## src/common/ccs_pkg.sv

```systemverilog
/*
 * Package for the comparator control and status block: register indices,
 * field positions, reset values and shared types.
 * Assumes a 32-bit AXI4-Lite bus with one aligned word per register.
 */
package ccs_pkg;

    // ------------------------------------------------------------------
    // Register map (printed offsets are indices; byte address = 4 * index)
    // ------------------------------------------------------------------
    localparam logic [7:0]  CCS_IDX_CTRL_STATUS = 8'h2C;
    localparam logic [7:0]  CCS_IDX_INPUT_SEL   = 8'h2D;
    localparam logic [7:0]  CCS_IDX_IRQ_STATUS  = 8'h30;
    localparam logic [7:0]  CCS_IDX_IRQ_MASK    = 8'h31;
    localparam logic [11:0] CCS_ADDR_CTRL_STATUS = {2'h0, CCS_IDX_CTRL_STATUS, 2'h0};
    localparam logic [11:0] CCS_ADDR_INPUT_SEL   = {2'h0, CCS_IDX_INPUT_SEL, 2'h0};
    localparam logic [11:0] CCS_ADDR_IRQ_STATUS  = {2'h0, CCS_IDX_IRQ_STATUS, 2'h0};
    localparam logic [11:0] CCS_ADDR_IRQ_MASK    = {2'h0, CCS_IDX_IRQ_MASK, 2'h0};

    // ------------------------------------------------------------------
    // Control/status field positions
    // ------------------------------------------------------------------
    localparam int CCS_BIT_ENABLE     = 7;
    localparam int CCS_BIT_MARGIN     = 6;
    localparam int CCS_BIT_FLAG       = 5;
    localparam int CCS_BIT_IRQ_EN     = 4;
    localparam int CCS_BIT_RESULT     = 3;
    localparam int CCS_BIT_PIN_EN     = 2;
    localparam int CCS_SENSE_LSB      = 0;
    localparam int CCS_PLUS_LSB       = 4;
    localparam int CCS_MINUS_LSB      = 0;
    localparam int CCS_BIT_ST_EDGE    = 0;

    localparam logic [7:0] CCS_CS_RESET   = 8'h00;
    localparam logic [7:0] CCS_SEL_RESET  = 8'h00;
    localparam logic [7:0] CCS_SEL_WMASK  = 8'h33;

    // Edge sense codes
    localparam logic [1:0] CCS_SENSE_FALL  = 2'h0;
    localparam logic [1:0] CCS_SENSE_RISE  = 2'h1;
    localparam logic [1:0] CCS_SENSE_FALL2 = 2'h2;
    localparam logic [1:0] CCS_SENSE_BOTH  = 2'h3;

    // Input select codes
    localparam logic [1:0] CCS_IN_EXT0 = 2'h0;
    localparam logic [1:0] CCS_IN_EXT1 = 2'h1;
    localparam logic [1:0] CCS_IN_RSVD = 2'h2;
    localparam logic [1:0] CCS_IN_DAC  = 2'h3;

    localparam logic [1:0] CCS_RESP_OKAY   = 2'h0;
    localparam logic [1:0] CCS_RESP_SLVERR = 2'h2;

    // Settings driven to the analog core
    typedef struct packed {
        logic       enable;
        logic       margin_large;
        logic [1:0] plus_sel;
        logic [1:0] minus_sel;
    } ccs_analog_s;

    // Write channel state
    typedef enum logic [2:0] {
        CCS_W_IDLE = 3'b001,
        CCS_W_EXEC = 3'b010,
        CCS_W_RESP = 3'b100
    } ccs_wstate_e;

endpackage : ccs_pkg

```

## src/logic/ccs_ctrl.sv

```systemverilog
/*
 * Comparator control and status logic with an AXI4-Lite register slave,
 * result synchroniser, edge flag, interrupt and analog settings outputs.
 * Assumes raw_compare_output_in is asynchronous to clk_in and the analog
 * core applies the settings it is given.
 */
// Local design decision: the AXI4-Lite slave port.
// Summary of operation
// Bit 7 enables or disables the comparator
// Margin bit picks small or large hysteresis
// Bit 5 flag set on selected result edge
// Flag uses synchronised result, so it lags
// Writing 0 clears flag, 1 ignored
// Bit 4 gates flag onto interrupt
// Bit 3 reads synchronised result continuously
// Result bit is 0 while disabled
// Bit 2 lets result drive the pin
// Sense 00/10 fall, 01 rise, 11 both
// Select bits 7-6, 3-2 read zero
// Bits 5-4 route the plus input
// Low bits route the minus input
// Flag holds until software clears it
// Software sets inputs before enabling comparator
// Interrupt high while flag and bit 4 set
`timescale 1ns/1ps
module ccs_ctrl
    import ccs_pkg::*;
(
    input  wire logic        clk_in,
    input  wire logic        rst_in,
    input  wire logic [11:0] s_axi_awaddr_in,
    input  wire logic        s_axi_awvalid_in,
    output logic             s_axi_awready_out,
    input  wire logic [31:0] s_axi_wdata_in,
    input  wire logic [3:0]  s_axi_wstrb_in,
    input  wire logic        s_axi_wvalid_in,
    output logic             s_axi_wready_out,
    output logic [1:0]       s_axi_bresp_out,
    output logic             s_axi_bvalid_out,
    input  wire logic        s_axi_bready_in,
    input  wire logic [11:0] s_axi_araddr_in,
    input  wire logic        s_axi_arvalid_in,
    output logic             s_axi_arready_out,
    output logic [31:0]      s_axi_rdata_out,
    output logic [1:0]       s_axi_rresp_out,
    output logic             s_axi_rvalid_out,
    input  wire logic        s_axi_rready_in,
    input  wire logic        raw_compare_output_in,
    output ccs_analog_s      analog_out,
    output logic             result_pin_out,
    output logic             result_pin_oe_out,
    output logic             edge_irq_out,
    output logic             irq_out
);

    // ------------------------------------------------------------------
    // Functions
    // ------------------------------------------------------------------
    function automatic logic edge_hit(input logic [1:0] sense, input logic prev,
                                      input logic cur);
        logic rise;
        logic fall;
        rise = cur & ~prev;
        fall = prev & ~cur;
        case (sense)
            CCS_SENSE_RISE: edge_hit = rise;
            CCS_SENSE_BOTH: edge_hit = rise | fall;
            default:        edge_hit = fall;
        endcase
    endfunction : edge_hit

    // ------------------------------------------------------------------
    // State
    // ------------------------------------------------------------------
    logic        sync1_q, sync2_q, sync1_d, sync2_d;
    logic        result_q, result_d, prev_q, prev_d;
    logic        enable_q, enable_d, margin_q, margin_d;
    logic        flag_q, flag_d, irq_en_q, irq_en_d;
    logic        pin_en_q, pin_en_d;
    logic [1:0]  sense_q, sense_d;
    logic [7:0]  sel_q, sel_d;
    logic        st_q, st_d, mask_q, mask_d;
    logic        edge_ev;
    ccs_wstate_e wst_q, wst_d;
    logic [11:0] waddr_q, waddr_d;
    logic [31:0] wdata_q, wdata_d;
    logic [3:0]  wstrb_q, wstrb_d;
    logic        awok_q, awok_d, wok_q, wok_d;
    logic        awrdy_q, awrdy_d, wrdy_q, wrdy_d;
    logic        bvalid_q, bvalid_d;
    logic [1:0]  bresp_q, bresp_d;
    logic        arrdy_q, arrdy_d, rvalid_q, rvalid_d;
    logic [1:0]  rresp_q, rresp_d;
    logic [31:0] rdata_q, rdata_d;
    logic        pin_q, pin_d, pin_oe_q, pin_oe_d, eirq_q, eirq_d, irq_q, irq_d;
    ccs_analog_s analog_q, analog_d;
    logic [7:0]  cs_view;
    logic        wr_go, rd_go;

    // ------------------------------------------------------------------
    // Result synchroniser and edge detect
    // ------------------------------------------------------------------
    always_comb begin
        sync1_d  = raw_compare_output_in;
        sync2_d  = sync1_q;
        result_d = enable_q ? sync2_q : 1'b0;             // see R07
        prev_d   = result_q;
        edge_ev  = enable_q & edge_hit(sense_q, prev_q, result_q); // see R03
    end

    always_ff @(posedge clk_in) begin
        if (rst_in) begin
            sync1_q  <= 1'b0;
            sync2_q  <= 1'b0;
            result_q <= 1'b0;
            prev_q   <= 1'b0;
        end else begin
            sync1_q  <= sync1_d;
            sync2_q  <= sync2_d;
            result_q <= result_d;
            prev_q   <= prev_d;
        end
    end

    assign cs_view = {enable_q, margin_q, flag_q, irq_en_q, result_q, pin_en_q, sense_q};
    assign wr_go   = (wst_q == CCS_W_EXEC);
    assign rd_go   = s_axi_arvalid_in & arrdy_q;

    // ------------------------------------------------------------------
    // AXI4-Lite write channel
    // ------------------------------------------------------------------
    always_comb begin
        wst_d    = wst_q;
        waddr_d  = waddr_q;
        wdata_d  = wdata_q;
        wstrb_d  = wstrb_q;
        awok_d   = awok_q;
        wok_d    = wok_q;
        awrdy_d  = awrdy_q;
        wrdy_d   = wrdy_q;
        bvalid_d = bvalid_q;
        bresp_d  = bresp_q;
        case (wst_q)
            CCS_W_IDLE: begin
                if (s_axi_awvalid_in & awrdy_q) begin
                    waddr_d = s_axi_awaddr_in;
                    awok_d  = 1'b1;
                    awrdy_d = 1'b0;
                end
                if (s_axi_wvalid_in & wrdy_q) begin
                    wdata_d = s_axi_wdata_in;
                    wstrb_d = s_axi_wstrb_in;
                    wok_d   = 1'b1;
                    wrdy_d  = 1'b0;
                end
                if ((awok_q | (s_axi_awvalid_in & awrdy_q)) &
                    (wok_q | (s_axi_wvalid_in & wrdy_q))) begin
                    wst_d = CCS_W_EXEC;
                end
            end
            CCS_W_EXEC: begin
                bresp_d  = (waddr_q == CCS_ADDR_CTRL_STATUS || waddr_q == CCS_ADDR_INPUT_SEL ||
                            waddr_q == CCS_ADDR_IRQ_STATUS || waddr_q == CCS_ADDR_IRQ_MASK)
                           ? CCS_RESP_OKAY : CCS_RESP_SLVERR;
                bvalid_d = 1'b1;
                wst_d    = CCS_W_RESP;
            end
            CCS_W_RESP: begin
                if (s_axi_bready_in) begin
                    bvalid_d = 1'b0;
                    awok_d   = 1'b0;
                    wok_d    = 1'b0;
                    awrdy_d  = 1'b1;
                    wrdy_d   = 1'b1;
                    wst_d    = CCS_W_IDLE;
                end
            end
            default: wst_d = CCS_W_IDLE;
        endcase
    end

    always_ff @(posedge clk_in) begin
        if (rst_in) begin
            wst_q    <= CCS_W_IDLE;
            waddr_q  <= 12'h000;
            wdata_q  <= 32'h0000_0000;
            wstrb_q  <= 4'h0;
            awok_q   <= 1'b0;
            wok_q    <= 1'b0;
            awrdy_q  <= 1'b1;
            wrdy_q   <= 1'b1;
            bvalid_q <= 1'b0;
            bresp_q  <= CCS_RESP_OKAY;
        end else begin
            wst_q    <= wst_d;
            waddr_q  <= waddr_d;
            wdata_q  <= wdata_d;
            wstrb_q  <= wstrb_d;
            awok_q   <= awok_d;
            wok_q    <= wok_d;
            awrdy_q  <= awrdy_d;
            wrdy_q   <= wrdy_d;
            bvalid_q <= bvalid_d;
            bresp_q  <= bresp_d;
        end
    end

    // ------------------------------------------------------------------
    // Registers, flag, interrupt status
    // ------------------------------------------------------------------
    always_comb begin
        enable_d = enable_q;
        margin_d = margin_q;
        irq_en_d = irq_en_q;
        pin_en_d = pin_en_q;
        sense_d  = sense_q;
        sel_d    = sel_q;
        mask_d   = mask_q;
        flag_d   = flag_q;
        st_d     = st_q;
        if (wr_go && wstrb_q[0]) begin
            if (waddr_q == CCS_ADDR_CTRL_STATUS) begin
                enable_d = wdata_q[CCS_BIT_ENABLE];
                margin_d = wdata_q[CCS_BIT_MARGIN];
                irq_en_d = wdata_q[CCS_BIT_IRQ_EN];
                pin_en_d = wdata_q[CCS_BIT_PIN_EN];
                sense_d  = wdata_q[CCS_SENSE_LSB +: 2];
                if (!wdata_q[CCS_BIT_FLAG]) begin
                    flag_d = 1'b0;
                end
            end
            if (waddr_q == CCS_ADDR_INPUT_SEL) begin
                sel_d = wdata_q[7:0] & CCS_SEL_WMASK;
            end
            if (waddr_q == CCS_ADDR_IRQ_MASK) begin
                mask_d = wdata_q[CCS_BIT_ST_EDGE];
            end
        end
        if (rd_go && s_axi_araddr_in == CCS_ADDR_IRQ_STATUS) begin
            st_d = 1'b0;
        end
        if (edge_ev) begin
            flag_d = 1'b1;
            st_d   = 1'b1;
        end
    end

    always_ff @(posedge clk_in) begin
        if (rst_in) begin
            enable_q <= CCS_CS_RESET[CCS_BIT_ENABLE];
            margin_q <= CCS_CS_RESET[CCS_BIT_MARGIN];
            flag_q   <= CCS_CS_RESET[CCS_BIT_FLAG];
            irq_en_q <= CCS_CS_RESET[CCS_BIT_IRQ_EN];
            pin_en_q <= CCS_CS_RESET[CCS_BIT_PIN_EN];
            sense_q  <= CCS_CS_RESET[CCS_SENSE_LSB +: 2];
            sel_q    <= CCS_SEL_RESET;
            st_q     <= 1'b0;
            mask_q   <= 1'b0;
        end else begin
            enable_q <= enable_d;
            margin_q <= margin_d;
            flag_q   <= flag_d;
            irq_en_q <= irq_en_d;
            pin_en_q <= pin_en_d;
            sense_q  <= sense_d;
            sel_q    <= sel_d;
            st_q     <= st_d;
            mask_q   <= mask_d;
        end
    end

    // ------------------------------------------------------------------
    // AXI4-Lite read channel and registered outputs
    // ------------------------------------------------------------------
    always_comb begin
        arrdy_d  = arrdy_q;
        rvalid_d = rvalid_q;
        rresp_d  = rresp_q;
        rdata_d  = rdata_q;
        if (rd_go) begin
            arrdy_d  = 1'b0;
            rvalid_d = 1'b1;
            rresp_d  = CCS_RESP_OKAY;
            case (s_axi_araddr_in)
                CCS_ADDR_CTRL_STATUS: rdata_d = {24'h000000, cs_view};
                CCS_ADDR_INPUT_SEL:   rdata_d = {24'h000000, sel_q};
                CCS_ADDR_IRQ_STATUS:  rdata_d = {31'h00000000, st_q};
                CCS_ADDR_IRQ_MASK:    rdata_d = {31'h00000000, mask_q};
                default: begin
                    rdata_d = 32'h0000_0000;
                    rresp_d = CCS_RESP_SLVERR;
                end
            endcase
        end else if (rvalid_q && s_axi_rready_in) begin
            rvalid_d = 1'b0;
            arrdy_d  = 1'b1;
        end
        analog_d.enable       = enable_q;
        analog_d.margin_large = margin_q;
        analog_d.plus_sel     = sel_q[CCS_PLUS_LSB +: 2];
        analog_d.minus_sel    = sel_q[CCS_MINUS_LSB +: 2];
        pin_d    = result_q & pin_en_q;
        pin_oe_d = pin_en_q;
        eirq_d   = flag_q & irq_en_q;
        irq_d    = st_q & mask_q;
    end

    always_ff @(posedge clk_in) begin
        if (rst_in) begin
            arrdy_q  <= 1'b1;
            rvalid_q <= 1'b0;
            rresp_q  <= CCS_RESP_OKAY;
            rdata_q  <= 32'h0000_0000;
            analog_q <= '0;
            pin_q    <= 1'b0;
            pin_oe_q <= 1'b0;
            eirq_q   <= 1'b0;
            irq_q    <= 1'b0;
        end else begin
            arrdy_q  <= arrdy_d;
            rvalid_q <= rvalid_d;
            rresp_q  <= rresp_d;
            rdata_q  <= rdata_d;
            analog_q <= analog_d;
            pin_q    <= pin_d;
            pin_oe_q <= pin_oe_d;
            eirq_q   <= eirq_d;
            irq_q    <= irq_d;
        end
    end

    assign s_axi_awready_out = awrdy_q;
    assign s_axi_wready_out  = wrdy_q;
    assign s_axi_bvalid_out  = bvalid_q;
    assign s_axi_bresp_out   = bresp_q;
    assign s_axi_arready_out = arrdy_q;
    assign s_axi_rvalid_out  = rvalid_q;
    assign s_axi_rresp_out   = rresp_q;
    assign s_axi_rdata_out   = rdata_q;
    assign analog_out        = analog_q;
    assign result_pin_out    = pin_q;
    assign result_pin_oe_out = pin_oe_q;
    assign edge_irq_out      = eirq_q;
    assign irq_out           = irq_q;

endmodule : ccs_ctrl

```

## config.mk

```make
export PLATFORM = sky130hd
export DESIGN_NAME = ccs_ctrl
export DESIGN_NICKNAME = d
export VERILOG_FILES = /design/src/common/ccs_pkg.sv /design/src/logic/ccs_ctrl.sv
export SDC_FILE = /design/constraint.sdc
export NUM_CORES = 1
export LEC_CHECK = 0
export BUFFER_PORTS_ARGS = -buffer_cell sky130_fd_sc_hd__buf_2
export CELL_PAD_IN_SITES_DETAIL_PLACEMENT = 1
export CELL_PAD_IN_SITES_GLOBAL_PLACEMENT = 2
export CORE_MARGIN = 2
export CORE_UTILIZATION = 29
export DETAILED_ROUTE_END_ITERATION = 16
export PLACE_DENSITY_LB_ADDON = 0.15
export SYNTH_ARGS = -nofsm -noshare
export SYNTH_HDL_FRONTEND = slang
export SYNTH_SLANG_ARGS = --single-unit
```

## constraint.sdc

```tcl
create_clock -name clk_in -period 2.1 [get_ports clk_in]
set_input_delay 0.315 -clock clk_in [delete_from_list [all_inputs] [get_ports clk_in]]
set_output_delay 0.315 -clock clk_in [all_outputs]
set_load 0.02 [all_outputs]
```

==> results.md, run 1 <==
* Status: complete, no violations
* Starting Density at about 30%
* Die width at a little over 100 µm
* Worst r2r src: wst_q[1]
* Simple-Gate Fraction of Synth Area at 23.9%
* CTS tree: built
* Clock Latency Late Sink at 350 ps
* Stages on worst setup path at 4
* Critical path data required time at approximately 2400 ps
* Met1 GRT Util at approximately 16%
* Final max-slew violation count at 0
* Largest net degree at the start of global routing at 28
* DP Wirelength at between 4 and 5 mm
* Most frequent cells in the layout: dfxtp_1, buf_2, nand2_1
* Commonest non-fill, non-tap cell in the layout: dfxtp_1
* Layout cell share with drive strength beyond 1 at between 20% and 30%
* Share of total power in the clock network at 38.7%
* Layout area overhead at 20.6%
* Sink Count at 67
* M2 GR Usage at 20.7%
* Final hold violations at 0
* Dpl ws at 377 ps
* Period utilization at around 82%
* Cell family with most CP delay: simple AND/OR/NAND/NOR gates
* DR pass1 iterations at 4
* DRT iter0 DRCs at between 40 and 50
* Switching Share at 25.7%
* Yosys Warn Count at 0
* Area share of fa/ha/maj cells after synthesis at less than 1%
* Avg Synthesized Cell Area at roughly 9.1 µm²
* # fillers at roughly 1100
* Pleak at 1.47 nW
* Worst Skew at 7.85 ps
* Height of the die at about 100 µm
* Post-CTS sizing at 0
* Setup crit end kind: flip-flop
* Vias at 2221
* Worst-path cell chain: nor3b_4 > nand4_2 > nor3_4 > mux2i_1
* First-pass GRT wire length at roughly 10 mm
* Slew @ Worst Pin at 531 ps
* Final setup margin at 374 ps
* DRC violations left at 0
* Max-cap violations at 0
* Post-synthesis compound-gate area fraction at approximately 10%
* Placer Congestion at ~0.68
* Total track usage at roughly an eighth
* Number of global-route vias before repair at 2093
* R2R setup slack at about 370 ps
* CP max FO at 7
* Setup-failing EPs final at 0
* Clock root cell: clkbuf_8
* DR vias/cell at around 4.4
* Clock Pin Slew Worst Setup and Hold Paths at about 70 ps
* VDD IR max at 0.229 mV
* Critical Path Source Type: flip-flop
* Power Density at just over 800 nW/µm²
* Net Switching at about 0.7 mW
* Port Buffers at 64
* Critical path data arrival time at approximately 2000 ps
* Seq/Total Area, Yosys at 48.2%
* Worst r2r path cells at 4
* Met3 GRT Util at roughly 3.8%
* Fmax at slightly below 600 MHz
* Worst slew margin at between 60 and 70%
* Initial antenna violation count at 0
* Main combinational cell family by area after synthesis: simple AND/OR/NAND/NOR gates
* Maximum buffer depth of the clock tree at 2
* Area of the mapped netlist at 2780 µm²
* Worst min path class: in -> reg
* Worst Setup Path Type: reg -> reg
* Setup crit end: pin_en_q
* Synth Area in XOR/XNOR at 0%
* Comb pwr share at between 10 and 15%
* Distinct cells, synth at between 40 and 50
* Diode count at 0
* Die footprint at between 10000 and 15000 µm²
* CTS buffer count at 9
* H-tree lvl count at 3
* Post-synthesis instance total at about 310
* Unrepaired setup endpoints after global routing: false
* Cell-internal power at between 2 and 2.5 mW
* CP peak stage delay at between 400 and 500 ps
* Post-synthesis mux area share at just under 7%
* Nets at 446
* Global route total overflow at 0
* Final core area utilization at between 30 and 40%
* PnR Total Power at ~2.7 mW
* Final WL at between 6 and 7 mm
* Fin crit period at about 1700 ps
* TNS Setup at 0 ps
* Post-CTS Setup Inserts at 0
* Hold buffer count at cts at 0
* Worst setup startpoint: wst_q[1]
* Row cnt at 35
* CP max-delay cell: dfxtp_1
* Register bit total from synthesis at 67
* Core ar. at 9280 µm²
* GR peak layer: met2
* Reg power frac at between 50% and 60%
* Io pins at around 120
* Worst r2r dst: pin_en_q
* Buf+Inv Stages, Crit Path at 0
* DR WL/cell at 12.6 µm
* DRT antenna net count at 0
power groups by stage:
stage | logic, mW | registers (mW) | clock network (mW)
2_1_floorplan | 0.239 | 1.39 | 0
3_3_place_gp | 0.303 | 1.39 | 0
3_5_place_dp | 0.309 | 1.39 | 0
4_1_cts | 0.309 | 1.36 | 1.09
5_1_grt | 0.343 | 1.37 | 1.15
6_report | 0.304 | 1.36 | 1.05
worst reg2reg max path: cells and delay by family (launching register included):
family / cells / cell delay, ps
multiplexers: 1 / 240
AND/OR/NAND/NOR: 3 / 950
flip-flops: 1 / 460
synth_stat cells (all sizes together):
cell type / instances / share of area [%]
nor4b: 1 / 0.31
nand2b: 13 / 2.9
nand3b: 1 / 0.27
o41ai: 1 / 0.31
nand3: 4 / 0.72
or3: 1 / 0.22
buf: 29 / 7.6
o21bai: 2 / 0.54
and4b: 1 / 0.36
a21oi: 24 / 4.3
nand2: 44 / 5.9
nor4: 1 / 0.22
nor3b: 4 / 1.8
ha: 2 / 0.90
inv: 9 / 1.2
a21boi: 1 / 0.27
a211oi: 1 / 0.27
a22oi: 1 / 0.27
nand4b: 1 / 0.31
clkbuf: 7 / 0.94
o21a: 1 / 0.27
or4b: 1 / 0.36
mux2i: 19 / 6.8
nand4: 4 / 1.1
o21ai: 14 / 2.5
nand4bb: 1 / 0.40
and4: 1 / 0.31
and2: 3 / 0.67
nor2: 20 / 2.7
o22ai: 1 / 0.22
and3: 2 / 0.45
nor4bb: 1 / 0.36
nor3: 7 / 1.8
nor2b: 8 / 1.8
a31oi: 2 / 0.45
or2: 2 / 0.45
o31ai: 3 / 0.81
and3b: 1 / 0.31
dfxtp: 67 / 48
conb: 1 / 0.13
worst min-delay path by stage:
stage                     startpoint      end  slack, ps  depth (start not counted)
2_1_floorplan                sync2_q   prev_d        410                          1
4_1_cts        raw_compare_output_in  sync1_q        170                          2
3_5_place_dp                 sync2_q   prev_d        420                          1
3_3_place_gp                 sync1_q  sync2_q        430                          1
5_1_grt        raw_compare_output_in  sync1_q        170                          2
6_report       raw_compare_output_in  sync1_q        180                          2
flip-flops by register name, summed over array words and instances, names as in the netlist, 2 cells and up:
signal / cells
waddr_q: 12
sense_q: 2
sel_q: 4
wdata_q: 7
wst_q: 3
analog_out: 6
s_axi_rdata_out: 8
per-layer routing:
layer	routed length, µm	vias up
li1	-	1125
met1	3000	1032
met2	3010	56
met3	287	8
met4	134	0
met5	0	-
area by class of cell:
type | instances | area, µm² | share of cell area (%)
Clock buffer | 14 | 193 | 5.74
Tap cell | 129 | 161 | 4.81
Timing Repair Buffer | 69 | 358 | 10.7
Multi-Input combinational cell | 220 | 1260 | 37.7
Sequential cell | 67 | 1340 | 40.0
Inverter | 9 | 33.8 | 1.01
Clock inverter | 1 | 5.00 | 0.149
kinds of logic (layout without fill, tap and decap cells):
group,after synthesis,count (layout)
buffers and inverters,45,93
AOI/OAI and AO/OA,51,51
muxes,19,19
DFF,67,67
other,1,26
adders and majority gates,2,2
and+or+nand+nor,122,122
stage by stage:
| step | std cells | cell area [µm²] | hold slack [ps] |
|---|---|---|---|
| floorplan | 332 | 2880 | 406 |
| global placement | 494 | 3160 | 431 |
| detailed placement | 494 | 3160 | 417 |
| CTS | 509 | 3360 | 166 |
| global route | 509 | 3360 | 166 |
| finish | 509 | 3360 | 175 |
Power figures use the tool's default switching activity.
==> run 2: changes to the inputs <==
- CORE_UTILIZATION: 29 -> 24
- clock period: 2.1 -> 1.4 ns (I/O delays scaled with it)
==> run 2 against run 1 <==
Compared with the run above: clock-buffer cell count is 4 lower; cell area is 17% higher; fmax is 28% higher; sequential cell count stayed put.
==> results.md, run 2 (same netlist as run 1, synthesis figures left out) <==
* Status: complete, no violations
* CTS buffer count at 9 (unchanged)
* Sink Count at 67 (unchanged)
* Power Density at 1390 nW/µm² (+72%)
* Worst Setup Path Type: reg -> reg
* Final setup margin at 51.0 ps (-323 ps)
* # fillers at 1342 (+17%)
* Maximum buffer depth of the clock tree at 2 (unchanged)
* Max reg flops at 12 (unchanged)
* CTS tree: built
* DR WL/cell at 12.9 µm (+1.9%)
* VDD IR max at 0.680 mV (+200%)
* DR vias/cell at 4.21 (-3.5%)
* Most frequent cells in the layout: buf_2, dfxtp_1, nand2_1
* Switching Share at 22.7% (-3.0 points)
* Share of total power in the clock network at 51.4% (+13 points)
* PnR Total Power at 5.49 mW (+100%)
* Comb pwr share at 11.2% (about the same)
* Hold path depth at 2 (unchanged)
* Total track usage at 11.9% (-1.1 points)
* Reg with most FFs: waddr_q
* Net Switching at 1.25 mW (+78%)
* Row cnt at 39 (+11%)
* Height of the die at 112 µm (+9.5%)
* Commonest non-fill, non-tap cell in the layout: buf_2
* Die footprint at 12500 µm² (+20%)
* Final WL at 7.09 mm (+10%)
* Nets at 473 (+6.1%)
* Dpl ws at -77.8 ps (-455 ps)
* Placer Congestion at 0.698 (+3.1%)
* DRT iter0 DRCs at 41 (-4.7%)
* Critical path data required time at 1620 ps (-760 ps)
* Placed cells at 532 (+7.7%)
* Hold buffer count at cts at 0 (unchanged)
* Final hold violations at 0 (unchanged)
* Final core area utilization at 34.6% (-1.5 points)
* Worst min path class: in -> reg
* Largest net degree at the start of global routing at 19 (-32%)
* Port Buffers at 64 (unchanged)
* Critical path data arrival time at 1570 ps (-430 ps)
* Layout cell share with drive strength beyond 1 at 35.3% (+12 points)
* Clock Pin Slew Worst Setup and Hold Paths at 60 ps (about the same)
* Setup crit end kind: flip-flop
* Reg power frac at 37.4% (-13 points)
* H-tree lvl count at 3 (unchanged)
* DR pass1 iterations at 4 (unchanged)
* Final max-slew violation count at 0 (unchanged)
* Layout area overhead at 41.5%
* Clock Latency Late Sink at 330 ps (-20 ps)
* R2R setup slack at 50 ps (-320 ps)
* Fin crit period at 1350 ps (-377 ps)
* Cell-internal power at 4.24 mW (+110%)
* Clock root cell: clkbuf_16
* Fmax at 741 MHz (+28%)
* Core ar. at 11400 µm² (+22%)
* Period utilization at 96.4% (+14 points)
* DRT antenna net count at 0 (unchanged)
* Setup-failing EPs final at 0 (unchanged)
* Critical Path Source Type: flip-flop
* First-pass GRT wire length at 11.6 mm (+13%)
* Io pins at 119 (unchanged)
* Post-Layout Cell Count at 551 (+8.3%)
* CP max FO at 6 (-1)
* DRC violations left at 0 (unchanged)
* Starting Density at 24.5% (-5.5 points)
* Die width at 112 µm (+9.5%)
* Vias at 2321 (+4.5%)
* Number of global-route vias before repair at 2376 (+14%)
* Diode count at 0 (unchanged)
* Worst r2r path cells at 6 (+2)
* Worst Skew at 4.71 ps (-3.14 ps)
* Pleak at 1.74 nW (+18%)
* Initial antenna violation count at 0 (unchanged)
* DP Wirelength at 5.26 mm (+8.7%)
* Unrepaired setup endpoints after global routing: true
* Max-cap violations at 0 (unchanged)
* Global route total overflow at 0 (unchanged)
run 2: power by group through the flow:
stage | Combinational (mW) | Clock, mW | Sequential [mW]
finish | 0.614 | 2.82 | 2.05
global route | 0.681 | 2.99 | 2.06
CTS | 0.568 | 2.91 | 2.04
detailed placement | 0.565 | 0 | 2.08
global placement | 0.560 | 0 | 2.08
floorplan | 0.359 | 0 | 2.09
run 2: layer usage:
metal	share of wire [%]	GRT usage [%]
met1	44	14.2
met2	49	19.5
met3	4.6	3.92
met4	1.7	5.43
met5	0	0
run 2: layout make-up:
| cell class | instances | area [µm²] | share of cell area (%) |
|---|---|---|---|
| Timing Repair Buffer | 96 | 601 | 15.2 |
| Sequential cell | 67 | 1350 | 34.3 |
| Inverter | 9 | 33.8 | 0.858 |
| Clock buffer | 10 | 239 | 6.07 |
| Tap cell | 143 | 179 | 4.54 |
| Clock inverter | 6 | 136 | 3.46 |
| Multi-Input combinational cell | 220 | 1400 | 35.5 |
run 2: what timing repair did:
action / in CTS / in global routing
gates cloned: 0 / 1
setup buffers: 0 / 2
pin swaps: 2 / 7
endpoints found under the setup margin: 7 / 34
gates resized for setup: 1 / 37
run 2: path summary, 6_finish.rpt:
kind	from	end
setup / recovery	wst_q[1]	mask_q
hold / removal	raw_compare_output_in	sync1_q
setup reg to reg	wst_q[1]	mask_q
hold reg to reg	sync1_q	sync2_q
run 2: per-stage QoR:
step | cell area (µm²) | TNS (ps) | hold slack, ps
after floorplan | 2880 | -19.4 | 338
after global placement | 3390 | -48.1 | 424
after detailed placement | 3390 | -164 | 425
after CTS | 3770 | 0 | 75.9
after global routing | 3940 | -578 | 107
final | 3940 | 0 | 88.1
run 2: critical path: stages (launching register included):
cell and delay [ps]:
dfxtp_4 360, nor3b_4 240, buf_4 160, nand4_1 120, buf_6 170, o21ai_2 120
o31ai_2 70
